**config.mk**
```make
export PLATFORM = sky130hd
export DESIGN_NAME = pci_top
export DESIGN_NICKNAME = d
export VERILOG_FILES = /design/src/verilog/pci_pkg.sv /design/src/verilog/pci_edge_detect.sv /design/src/verilog/pci_top.sv
export SDC_FILE = /design/constraint.sdc
export NUM_CORES = 1
export LEC_CHECK = 0
export BUFFER_PORTS_ARGS = -buffer_cell sky130_fd_sc_hd__buf_2
export CAP_MARGIN = 25
export CORE_MARGIN = 3
export CORE_UTILIZATION = 45
export DETAILED_ROUTE_END_ITERATION = 8
export HOLD_SLACK_MARGIN = 0.03
export MAX_ROUTING_LAYER = met4
export PLACE_DENSITY = 0.75
export SLEW_MARGIN = 20
export SYNTH_ARGS = -nofsm -noshare
export SYNTH_HDL_FRONTEND = slang
export SYNTH_SLANG_ARGS = --single-unit
```
**constraint.sdc**
```tcl
create_clock -name aclk -period 1.4 [get_ports aclk]
set_input_delay 0.07 -clock aclk [delete_from_list [all_inputs] [get_ports aclk]]
set_output_delay 0.07 -clock aclk [all_outputs]
set_load 0.05 [all_outputs]
```
**src/verilog/pci_pkg.sv**
```systemverilog
// package: register map, field layout and reset values for the pin change interrupt block
package pci_pkg;
  localparam int          PCI_NPINS          = 6;
  // register byte addresses
  localparam logic [7:0]  PCI_ADDR_THRESH    = 8'h00;
  localparam logic [7:0]  PCI_ADDR_RISE      = 8'h04;
  localparam logic [7:0]  PCI_ADDR_FALL      = 8'h08;
  localparam logic [7:0]  PCI_ADDR_FLAGS     = 8'h0C;
  localparam logic [7:0]  PCI_ADDR_CTRL      = 8'h10;
  localparam logic [7:0]  PCI_ADDR_ANALOG    = 8'h14;
  localparam logic [7:0]  PCI_ADDR_PINS      = 8'h18;
  localparam logic [7:0]  PCI_ADDR_IRQ_STAT  = 8'h1C;
  localparam logic [7:0]  PCI_ADDR_IRQ_CLR   = 8'h20;
  localparam logic [7:0]  PCI_ADDR_IRQ_EN    = 8'h24;
  // control register fields
  localparam int          PCI_CTRL_MASTER    = 0;
  localparam int          PCI_CTRL_SLEEP     = 1;
  localparam int          PCI_CTRL_SUMMARY   = 2;
  localparam int          PCI_CTRL_PORTB     = 3;
  // reset values
  localparam logic [5:0]  PCI_RST_THRESH     = 6'h00;
  localparam logic [5:0]  PCI_RST_EDGE_EN    = 6'h00;
  localparam logic [5:0]  PCI_RST_FLAGS      = 6'h00;
  localparam logic [5:0]  PCI_RST_ANALOG     = 6'h17;
  // axi responses
  localparam logic [1:0]  PCI_RESP_OKAY      = 2'h0;
  localparam logic [1:0]  PCI_RESP_SLVERR    = 2'h2;
  // irq status bits
  localparam int          PCI_EV_CHANGE      = 0;
  localparam int          PCI_EV_WAKE        = 1;
  localparam int          PCI_NEV            = 2;
endpackage

```
**src/verilog/pci_edge_detect.sv**
```systemverilog
// per-pin input select, synchroniser and edge detector
`timescale 1ns/1ps
`default_nettype none
module pci_edge_detect
  import pci_pkg::*;
#(
  parameter int N = PCI_NPINS
) (
  input  wire logic         aclk,        // system clock
  input  wire logic         aresetn,     // sync reset, active low
  input  wire logic [N-1:0] pin_ttl,     // ttl-level input buffers
  input  wire logic [N-1:0] pin_schmitt, // schmitt input buffers
  input  wire logic [N-1:0] thresh_sel,  // 1 schmitt, 0 ttl
  input  wire logic [N-1:0] analog_sel,  // 1 digital buffer off
  input  wire logic [N-1:0] rise_en,     // rising edge enables
  input  wire logic [N-1:0] fall_en,     // falling edge enables
  output logic      [N-1:0] level,       // synchronised pin level
  output logic      [N-1:0] edge_hit     // enabled edge seen, one cycle
);
  logic [N-1:0] raw;
  logic [N-1:0] sync1;
  logic [N-1:0] prev;

  // ==========================================================
  // input select
  always_comb begin
    raw = (thresh_sel & pin_schmitt) | (~thresh_sel & pin_ttl);
    raw = raw & ~analog_sel;
  end

  // ==========================================================
  // synchroniser and history
  always_ff @(posedge aclk) begin
    if (!aresetn) begin
      sync1 <= '0;
      level <= '0;
      prev  <= '0;
    end else begin
      sync1 <= raw;
      level <= sync1;
      prev  <= level;
    end
  end

  // ==========================================================
  // edge compare
  always_comb begin
    edge_hit = (rise_en & level & ~prev)
             | (fall_en & ~level & prev);
  end
endmodule
`default_nettype wire

```
**src/verilog/pci_top.sv**
```systemverilog
// pin change interrupt controller with axi4-lite register slave
//
// Decided for this implementation: register access over AXI4-Lite and the register offsets.
`timescale 1ns/1ps
`default_nettype none
// Summary of operation
// rising-edge detector per pin, active only when its rise enable bit is set
// falling-edge detector per pin, active only when its fall enable bit is set
// both enable bits set detects edges of either polarity
// enabled edge sets the pin change flag, held until software clears
// interrupt request only when a flag is set and master enable is one
// master enable off still detects and sets flags, no request
// summary flag reads as OR of all flags of both ports
// writing zero clears a flag; a coincident edge leaves it set
// software clears flags by AND masking known changed bits only
// enabled edge wakes the device from sleep when master enable set
// edge during sleep is in the flags before wake-up completes
// threshold bit one selects schmitt input, zero ttl, for reads and detection
// flags readable, writable, hardware set, reset to zero
// zero enable bit disables that polarity; enables reset to zero
// analog pin disables digital buffer: reads and detection see no level
// pins synchronised to clock, edges from successive synchronised samples
module pci_top
  import pci_pkg::*;
#(
  parameter int N = PCI_NPINS
) (
  input  wire logic         aclk,          // system clock 100 MHz
  input  wire logic         aresetn,       // sync reset, active low
  input  wire logic [7:0]   s_awaddr,      // write address
  input  wire logic         s_awvalid,     // write address valid
  output logic              s_awready,     // write address ready
  input  wire logic [31:0]  s_wdata,       // write data
  input  wire logic [3:0]   s_wstrb,       // write byte strobes
  input  wire logic         s_wvalid,      // write data valid
  output logic              s_wready,      // write data ready
  output logic [1:0]        s_bresp,       // write response
  output logic              s_bvalid,      // write response valid
  input  wire logic         s_bready,      // write response ready
  input  wire logic [7:0]   s_araddr,      // read address
  input  wire logic         s_arvalid,     // read address valid
  output logic              s_arready,     // read address ready
  output logic [31:0]       s_rdata,       // read data
  output logic [1:0]        s_rresp,       // read response
  output logic              s_rvalid,      // read data valid
  input  wire logic         s_rready,      // read data ready
  input  wire logic [N-1:0] pin_ttl,       // pins through ttl buffers
  input  wire logic [N-1:0] pin_schmitt,   // pins through schmitt buffers
  input  wire logic         port_b_change, // OR of second port flags
  input  wire logic         sleeping,      // core is asleep
  output logic              change_irq,    // change interrupt request
  output logic              wake_req,      // wake-up request, one cycle
  output logic              irq            // bus interrupt, level
);
  logic [N-1:0]       input_threshold_select;
  logic [N-1:0]       rise_detect_enable;
  logic [N-1:0]       fall_detect_enable;
  logic [N-1:0]       pin_change_flags;
  logic [N-1:0]       analog_pin_select;
  logic               change_irq_master_enable;
  logic [PCI_NEV-1:0] irq_status;
  logic [PCI_NEV-1:0] irq_enable;
  logic [N-1:0]       level;
  logic [N-1:0]       edge_hit;
  logic               change_irq_summary;
  logic               aw_held;
  logic               w_held;
  logic [7:0]         aw_addr;
  logic [31:0]        w_data;
  logic [3:0]         w_strb;
  logic               wr_fire;
  logic               rd_fire;
  logic [31:0]        next_rdata;
  logic               rd_ok;
  logic               wr_ok;
  logic [PCI_NEV-1:0] events;

  // ==========================================================
  // helpers
  function automatic logic [N-1:0] low_field(input logic [31:0] d);
    return d[N-1:0];
  endfunction

  function automatic logic [31:0] widen(input logic [N-1:0] v);
    return {{(32-N){1'b0}}, v};
  endfunction

  function automatic logic known_addr(input logic [7:0] a);
    case (a)
      PCI_ADDR_THRESH, PCI_ADDR_RISE, PCI_ADDR_FALL, PCI_ADDR_FLAGS,
      PCI_ADDR_CTRL, PCI_ADDR_ANALOG, PCI_ADDR_PINS, PCI_ADDR_IRQ_STAT,
      PCI_ADDR_IRQ_CLR, PCI_ADDR_IRQ_EN: known_addr = 1'b1;
      default: known_addr = 1'b0;
    endcase
  endfunction

  // ==========================================================
  // edge detection
  pci_edge_detect #(
    .N (N)
  ) u_edge (
    .aclk        (aclk),
    .aresetn     (aresetn),
    .pin_ttl     (pin_ttl),
    .pin_schmitt (pin_schmitt),
    .thresh_sel  (input_threshold_select),
    .analog_sel  (analog_pin_select),
    .rise_en     (rise_detect_enable),
    .fall_en     (fall_detect_enable),
    .level       (level),
    .edge_hit    (edge_hit)
  );

  // ==========================================================
  // write channel capture
  assign wr_fire = aw_held && w_held && !s_bvalid;
  assign wr_ok   = known_addr(aw_addr);

  always_ff @(posedge aclk) begin
    if (!aresetn) begin
      aw_held   <= 1'b0;
      aw_addr   <= 8'h00;
      s_awready <= 1'b0;
    end else begin
      s_awready <= 1'b0;
      if (wr_fire) begin
        aw_held <= 1'b0;
      end else if (s_awvalid && !aw_held && !s_awready) begin
        s_awready <= 1'b1;
      end
      if (s_awvalid && s_awready) begin
        aw_held <= 1'b1;
        aw_addr <= s_awaddr;
      end
    end
  end

  always_ff @(posedge aclk) begin
    if (!aresetn) begin
      w_held   <= 1'b0;
      w_data   <= 32'h00000000;
      w_strb   <= 4'h0;
      s_wready <= 1'b0;
    end else begin
      s_wready <= 1'b0;
      if (wr_fire) begin
        w_held <= 1'b0;
      end else if (s_wvalid && !w_held && !s_wready) begin
        s_wready <= 1'b1;
      end
      if (s_wvalid && s_wready) begin
        w_held <= 1'b1;
        w_data <= s_wdata;
        w_strb <= s_wstrb;
      end
    end
  end

  always_ff @(posedge aclk) begin
    if (!aresetn) begin
      s_bvalid <= 1'b0;
      s_bresp  <= PCI_RESP_OKAY;
    end else if (wr_fire) begin
      s_bvalid <= 1'b1;
      s_bresp  <= wr_ok ? PCI_RESP_OKAY : PCI_RESP_SLVERR;
    end else if (s_bvalid && s_bready) begin
      s_bvalid <= 1'b0;
    end
  end

  // ==========================================================
  // control registers
  always_ff @(posedge aclk) begin
    if (!aresetn) begin
      input_threshold_select   <= PCI_RST_THRESH;
      rise_detect_enable       <= PCI_RST_EDGE_EN;
      fall_detect_enable       <= PCI_RST_EDGE_EN;
      analog_pin_select        <= PCI_RST_ANALOG;
      change_irq_master_enable <= 1'b0;
      irq_enable               <= '0;
    end else if (wr_fire && w_strb[0]) begin
      case (aw_addr)
        PCI_ADDR_THRESH: input_threshold_select <= low_field(w_data);
        PCI_ADDR_RISE:   rise_detect_enable     <= low_field(w_data);
        PCI_ADDR_FALL:   fall_detect_enable     <= low_field(w_data);
        PCI_ADDR_ANALOG: analog_pin_select      <= low_field(w_data);
        PCI_ADDR_CTRL:   change_irq_master_enable <= w_data[PCI_CTRL_MASTER];
        PCI_ADDR_IRQ_EN: irq_enable             <= w_data[PCI_NEV-1:0];
        default: ;
      endcase
    end
  end

  // ==========================================================
  // change flags: hardware set wins over software write
  always_ff @(posedge aclk) begin
    if (!aresetn) begin
      pin_change_flags <= PCI_RST_FLAGS;
    end else if (wr_fire && w_strb[0] && aw_addr == PCI_ADDR_FLAGS) begin
      pin_change_flags <= low_field(w_data) | edge_hit;
    end else begin
      pin_change_flags <= pin_change_flags | edge_hit;
    end
  end

  assign change_irq_summary = (|pin_change_flags) | port_b_change;

  // ==========================================================
  // interrupt and wake outputs
  always_ff @(posedge aclk) begin
    if (!aresetn) begin
      change_irq <= 1'b0;
      wake_req   <= 1'b0;
    end else begin
      change_irq <= change_irq_summary && change_irq_master_enable;
      wake_req   <= sleeping && change_irq_master_enable && (|edge_hit);
    end
  end

  // ==========================================================
  // event status, clear and enable
  always_comb begin
    events                = '0;
    events[PCI_EV_CHANGE] = |edge_hit;
    events[PCI_EV_WAKE]   = sleeping && change_irq_master_enable && (|edge_hit);
  end

  always_ff @(posedge aclk) begin
    if (!aresetn) begin
      irq_status <= '0;
    end else if (wr_fire && w_strb[0] && aw_addr == PCI_ADDR_IRQ_CLR) begin
      irq_status <= (irq_status & ~w_data[PCI_NEV-1:0]) | events;
    end else begin
      irq_status <= irq_status | events;
    end
  end

  always_ff @(posedge aclk) begin
    if (!aresetn) begin
      irq <= 1'b0;
    end else begin
      irq <= |(irq_status & irq_enable);
    end
  end

  // ==========================================================
  // read channel
  assign rd_fire = s_arvalid && s_arready;
  assign rd_ok   = known_addr(s_araddr);

  always_comb begin
    next_rdata = 32'h00000000;
    case (s_araddr)
      PCI_ADDR_THRESH:   next_rdata = widen(input_threshold_select);
      PCI_ADDR_RISE:     next_rdata = widen(rise_detect_enable);
      PCI_ADDR_FALL:     next_rdata = widen(fall_detect_enable);
      PCI_ADDR_FLAGS:    next_rdata = widen(pin_change_flags);
      PCI_ADDR_ANALOG:   next_rdata = widen(analog_pin_select);
      PCI_ADDR_PINS:     next_rdata = widen(level);
      PCI_ADDR_IRQ_STAT: next_rdata[PCI_NEV-1:0] = irq_status;
      PCI_ADDR_IRQ_EN:   next_rdata[PCI_NEV-1:0] = irq_enable;
      PCI_ADDR_CTRL: begin
        next_rdata[PCI_CTRL_MASTER]  = change_irq_master_enable;
        next_rdata[PCI_CTRL_SLEEP]   = sleeping;
        next_rdata[PCI_CTRL_SUMMARY] = change_irq_summary;
        next_rdata[PCI_CTRL_PORTB]   = port_b_change;
      end
      default: next_rdata = 32'h00000000;
    endcase
  end

  always_ff @(posedge aclk) begin
    if (!aresetn) begin
      s_arready <= 1'b0;
    end else begin
      s_arready <= s_arvalid && !s_arready && !s_rvalid;
    end
  end

  always_ff @(posedge aclk) begin
    if (!aresetn) begin
      s_rvalid <= 1'b0;
      s_rdata  <= 32'h00000000;
      s_rresp  <= PCI_RESP_OKAY;
    end else if (rd_fire) begin
      s_rvalid <= 1'b1;
      s_rdata  <= next_rdata;
      s_rresp  <= rd_ok ? PCI_RESP_OKAY : PCI_RESP_SLVERR;
    end else if (s_rvalid && s_rready) begin
      s_rvalid <= 1'b0;
    end
  end
endmodule
`default_nettype wire
```
==> flow_metrics.tcl <==
set metrics [dict create \
    setup_violations 31 \
    core-area_sq_um 8420 \
    crit_path_max_fanout 2 \
    regMostFlops "aw_addr" \
    chipHeight_um 100 \
    crit_path_max_incr_delay_ns 0.54 \
    clock-sinks 86 \
    vdd_ir_drop_max_mv 0.775 \
    cp_num_buf_inv 0 \
    grt_max_degree 92 \
    synth_area_leaders "dfxtp_1, nand2_1, a21boi_0" \
    cp_num_cells 5 \
    power_leakage_uw 0.00219 \
    place.gp.congestion 0.927 \
    n_antenna_cell 0 \
    grt_use_total_pct 20.7 \
    netlist_area_sq_um 4010 \
    yosys.area.top_type "dfxtp_1" \
    power.density_nw_per_um2 995 \
    cts_max_level 3 \
    critical_path_required_ns 1.64 \
    dp.final_hpwl_mm 7.09 \
    fin_crit_ns 1.54 \
    crit_family "simple AND/OR/NAND/NOR gates" \
    firstDrtPassIters 4 \
    cts_buffers 9 \
    final_core_util_pct 63.5 \
    holdWs_ns 0.0385 \
    hold_violations 0 \
    hold_path_class "in2reg" \
    synth_common_cells "dfxtp_1, nand2_1, o21ai_0" \
    core.rowCount 33 \
    grt_overflow 0 \
    clock.fmax_mhz 648 \
    grt_setup_unrepaired "yes" \
    final_cell_area_sq_um 5350 \
    root_buffer "clkbuf_8" \
    worstSetupStartpointType "flip-flop" \
    yosysWarnings 0 \
    crit_path_end_kind "flip-flop" \
    area_delta_synth_final_pct 33.5 \
    postRouteAntennaNets 0 \
    status "finished, violations left" \
    synth_top_area_share_pct 43.0 \
    cts_tree "yes" \
    syn-instance-count 453 \
    cp.arrival_ns 1.79 \
    maxCapViolCount 0 \
    cts_buffer_depth 2 \
    avgSynthCellArea_sq_um 8.85 \
    ys_ff_latch 86 \
    path_clk_slew_ns 0.08 \
    critPathKind "reg2reg" \
    synth.most_common_cell "dfxtp_1" \
    finalNetCount 645 \
    layout-drive-gt1-share_pct 29.1 \
    die_w_um 100 \
    grt_pass1_vias 3487 \
    report.final.slew_viol_count 0 \
    clk_latency_ns 0.35 \
    synth-edff-count 0 \
    post_drt_wl_per_cell_um 15.2 \
    largest_register_ffs 8 \
    ys_seq_area_share_pct 43.0 \
    period_share_pct 110 \
    dpl_cell_area_sq_um 4620 \
    whs_path_depth 3 \
    synthArstFlopShare_pct 0 \
    antenna_found_initial 0 \
    ios 117 \
    vias_per_cell 5.41 \
    num_vias 3693 \
    crit_chain "or4_4, nor4_4, nand2b_1, a221oi_2, o21ai_1" \
    failed_checks "setup timing" \
    grt_pass1_wl_mm 16.3 \
    die_area_sq_um 10100 \
    portBuffers 59 \
    start_util_pct 47.6 \
    drt_wl_total_mm 10.3 \
    ys.flop_type "dfxtp_1" \
    skew_ns 0.00992 \
    drtIter0Drc 240 \
    reg2reg_depth 5 \
    synth_cell_types 52 \
    cpMaxStageDelayCell "or4_4" \
    setup_slack_ns -0.143 \
    drc 0 \
]
==> repair_timing <==
item                                    in CTS  in global routing
pin swaps                                   14                 17
endpoints found under the setup margin      36                 41
hold endpoints to repair                    24                  0
hold buffers                                26                  0
setup buffers                                3                  4
gates resized for setup                     22                 33
==> kinds of logic (layout without fill, tap and decap cells) <==
family	count (synthesis)	count (layout)	share of synthesized area, %
other	1	28	0.0936
buffers and inverters	57	154	8.34
flip-flops	86	86	43.0
AO/OA/AOI/OAI	116	116	19.3
AND/OR/NAND/NOR	174	174	23.9
multiplexers	19	19	5.49
==> tightest hold or removal path, cell delays in order <==
cell     delay [ns]
buf_2          0.10
mux2i_1        0.12
nor3b_1        0.06
==> power by group <==
part	switching, uW	leakage [uW]	internal (uW)
logic	426	0.00137	249
clock network	839	0.000124	1290
registers	42.6	0.000700	2480
==> placed cells by master, fill, tap and decap left out, types with 14 or more instances in the layout <==
master         instances
dfxtp_1               78
nand2_1               65
buf_2                 59
buf_4                 37
conb_1                28
dlygate4sd3_1         26
o21ai_0               24
nand3_1               22
a21boi_1              20
a21boi_0              19
o21ai_1               16
nor2_1                14
==> area by class of cell <==
cell class | count | area (sq um)
Fill cell | 720 | 3070
Clock inverter | 3 | 90.1
Clock buffer | 13 | 159
Timing Repair Buffer | 134 | 1030
Sequential cell | 86 | 1730
Multi-Input combinational cell | 337 | 2190
Inverter | 4 | 15.0
Tap cell | 105 | 131
==> final timing paths <==
path,slack (ns),endpoint,start
max,-0.14,s_rdata[2],pin_change_flags[3]
min,0.04,u_edge.sync1[3],pin_schmitt[3]
max reg2reg,-0.14,s_rdata[2],pin_change_flags[3]
min reg2reg,0.44,u_edge.level[4],u_edge.sync1[4]
==> per-layer routing <==
| metal | GRT usage, % | vias to the layer above | wire length [um] |
|---|---|---|---|
| li1 | - | 1784 | - |
| met4 | 5.49 | 0 | 116 |
| met5 | - | - | 0 |
| met3 | 5.35 | 13 | 776 |
| met2 | 35.0 | 142 | 5180 |
| met1 | 24.5 | 1754 | 4270 |
==> metrics by stage <==
step	setup TNS, ns	worst slack, ns	total power [uW]	instances
after floorplan	-1.26	-0.0810	3040	480
after global placement	-0.832	-0.106	3140	634
after detailed placement	-1.64	-0.137	3150	634
after CTS	-1.61	-0.168	5310	679
after global routing	-4.13	-0.224	5520	682
final	-1.67	-0.143	5320	682
No activity file was read; power rests on OpenSTA's default activity.
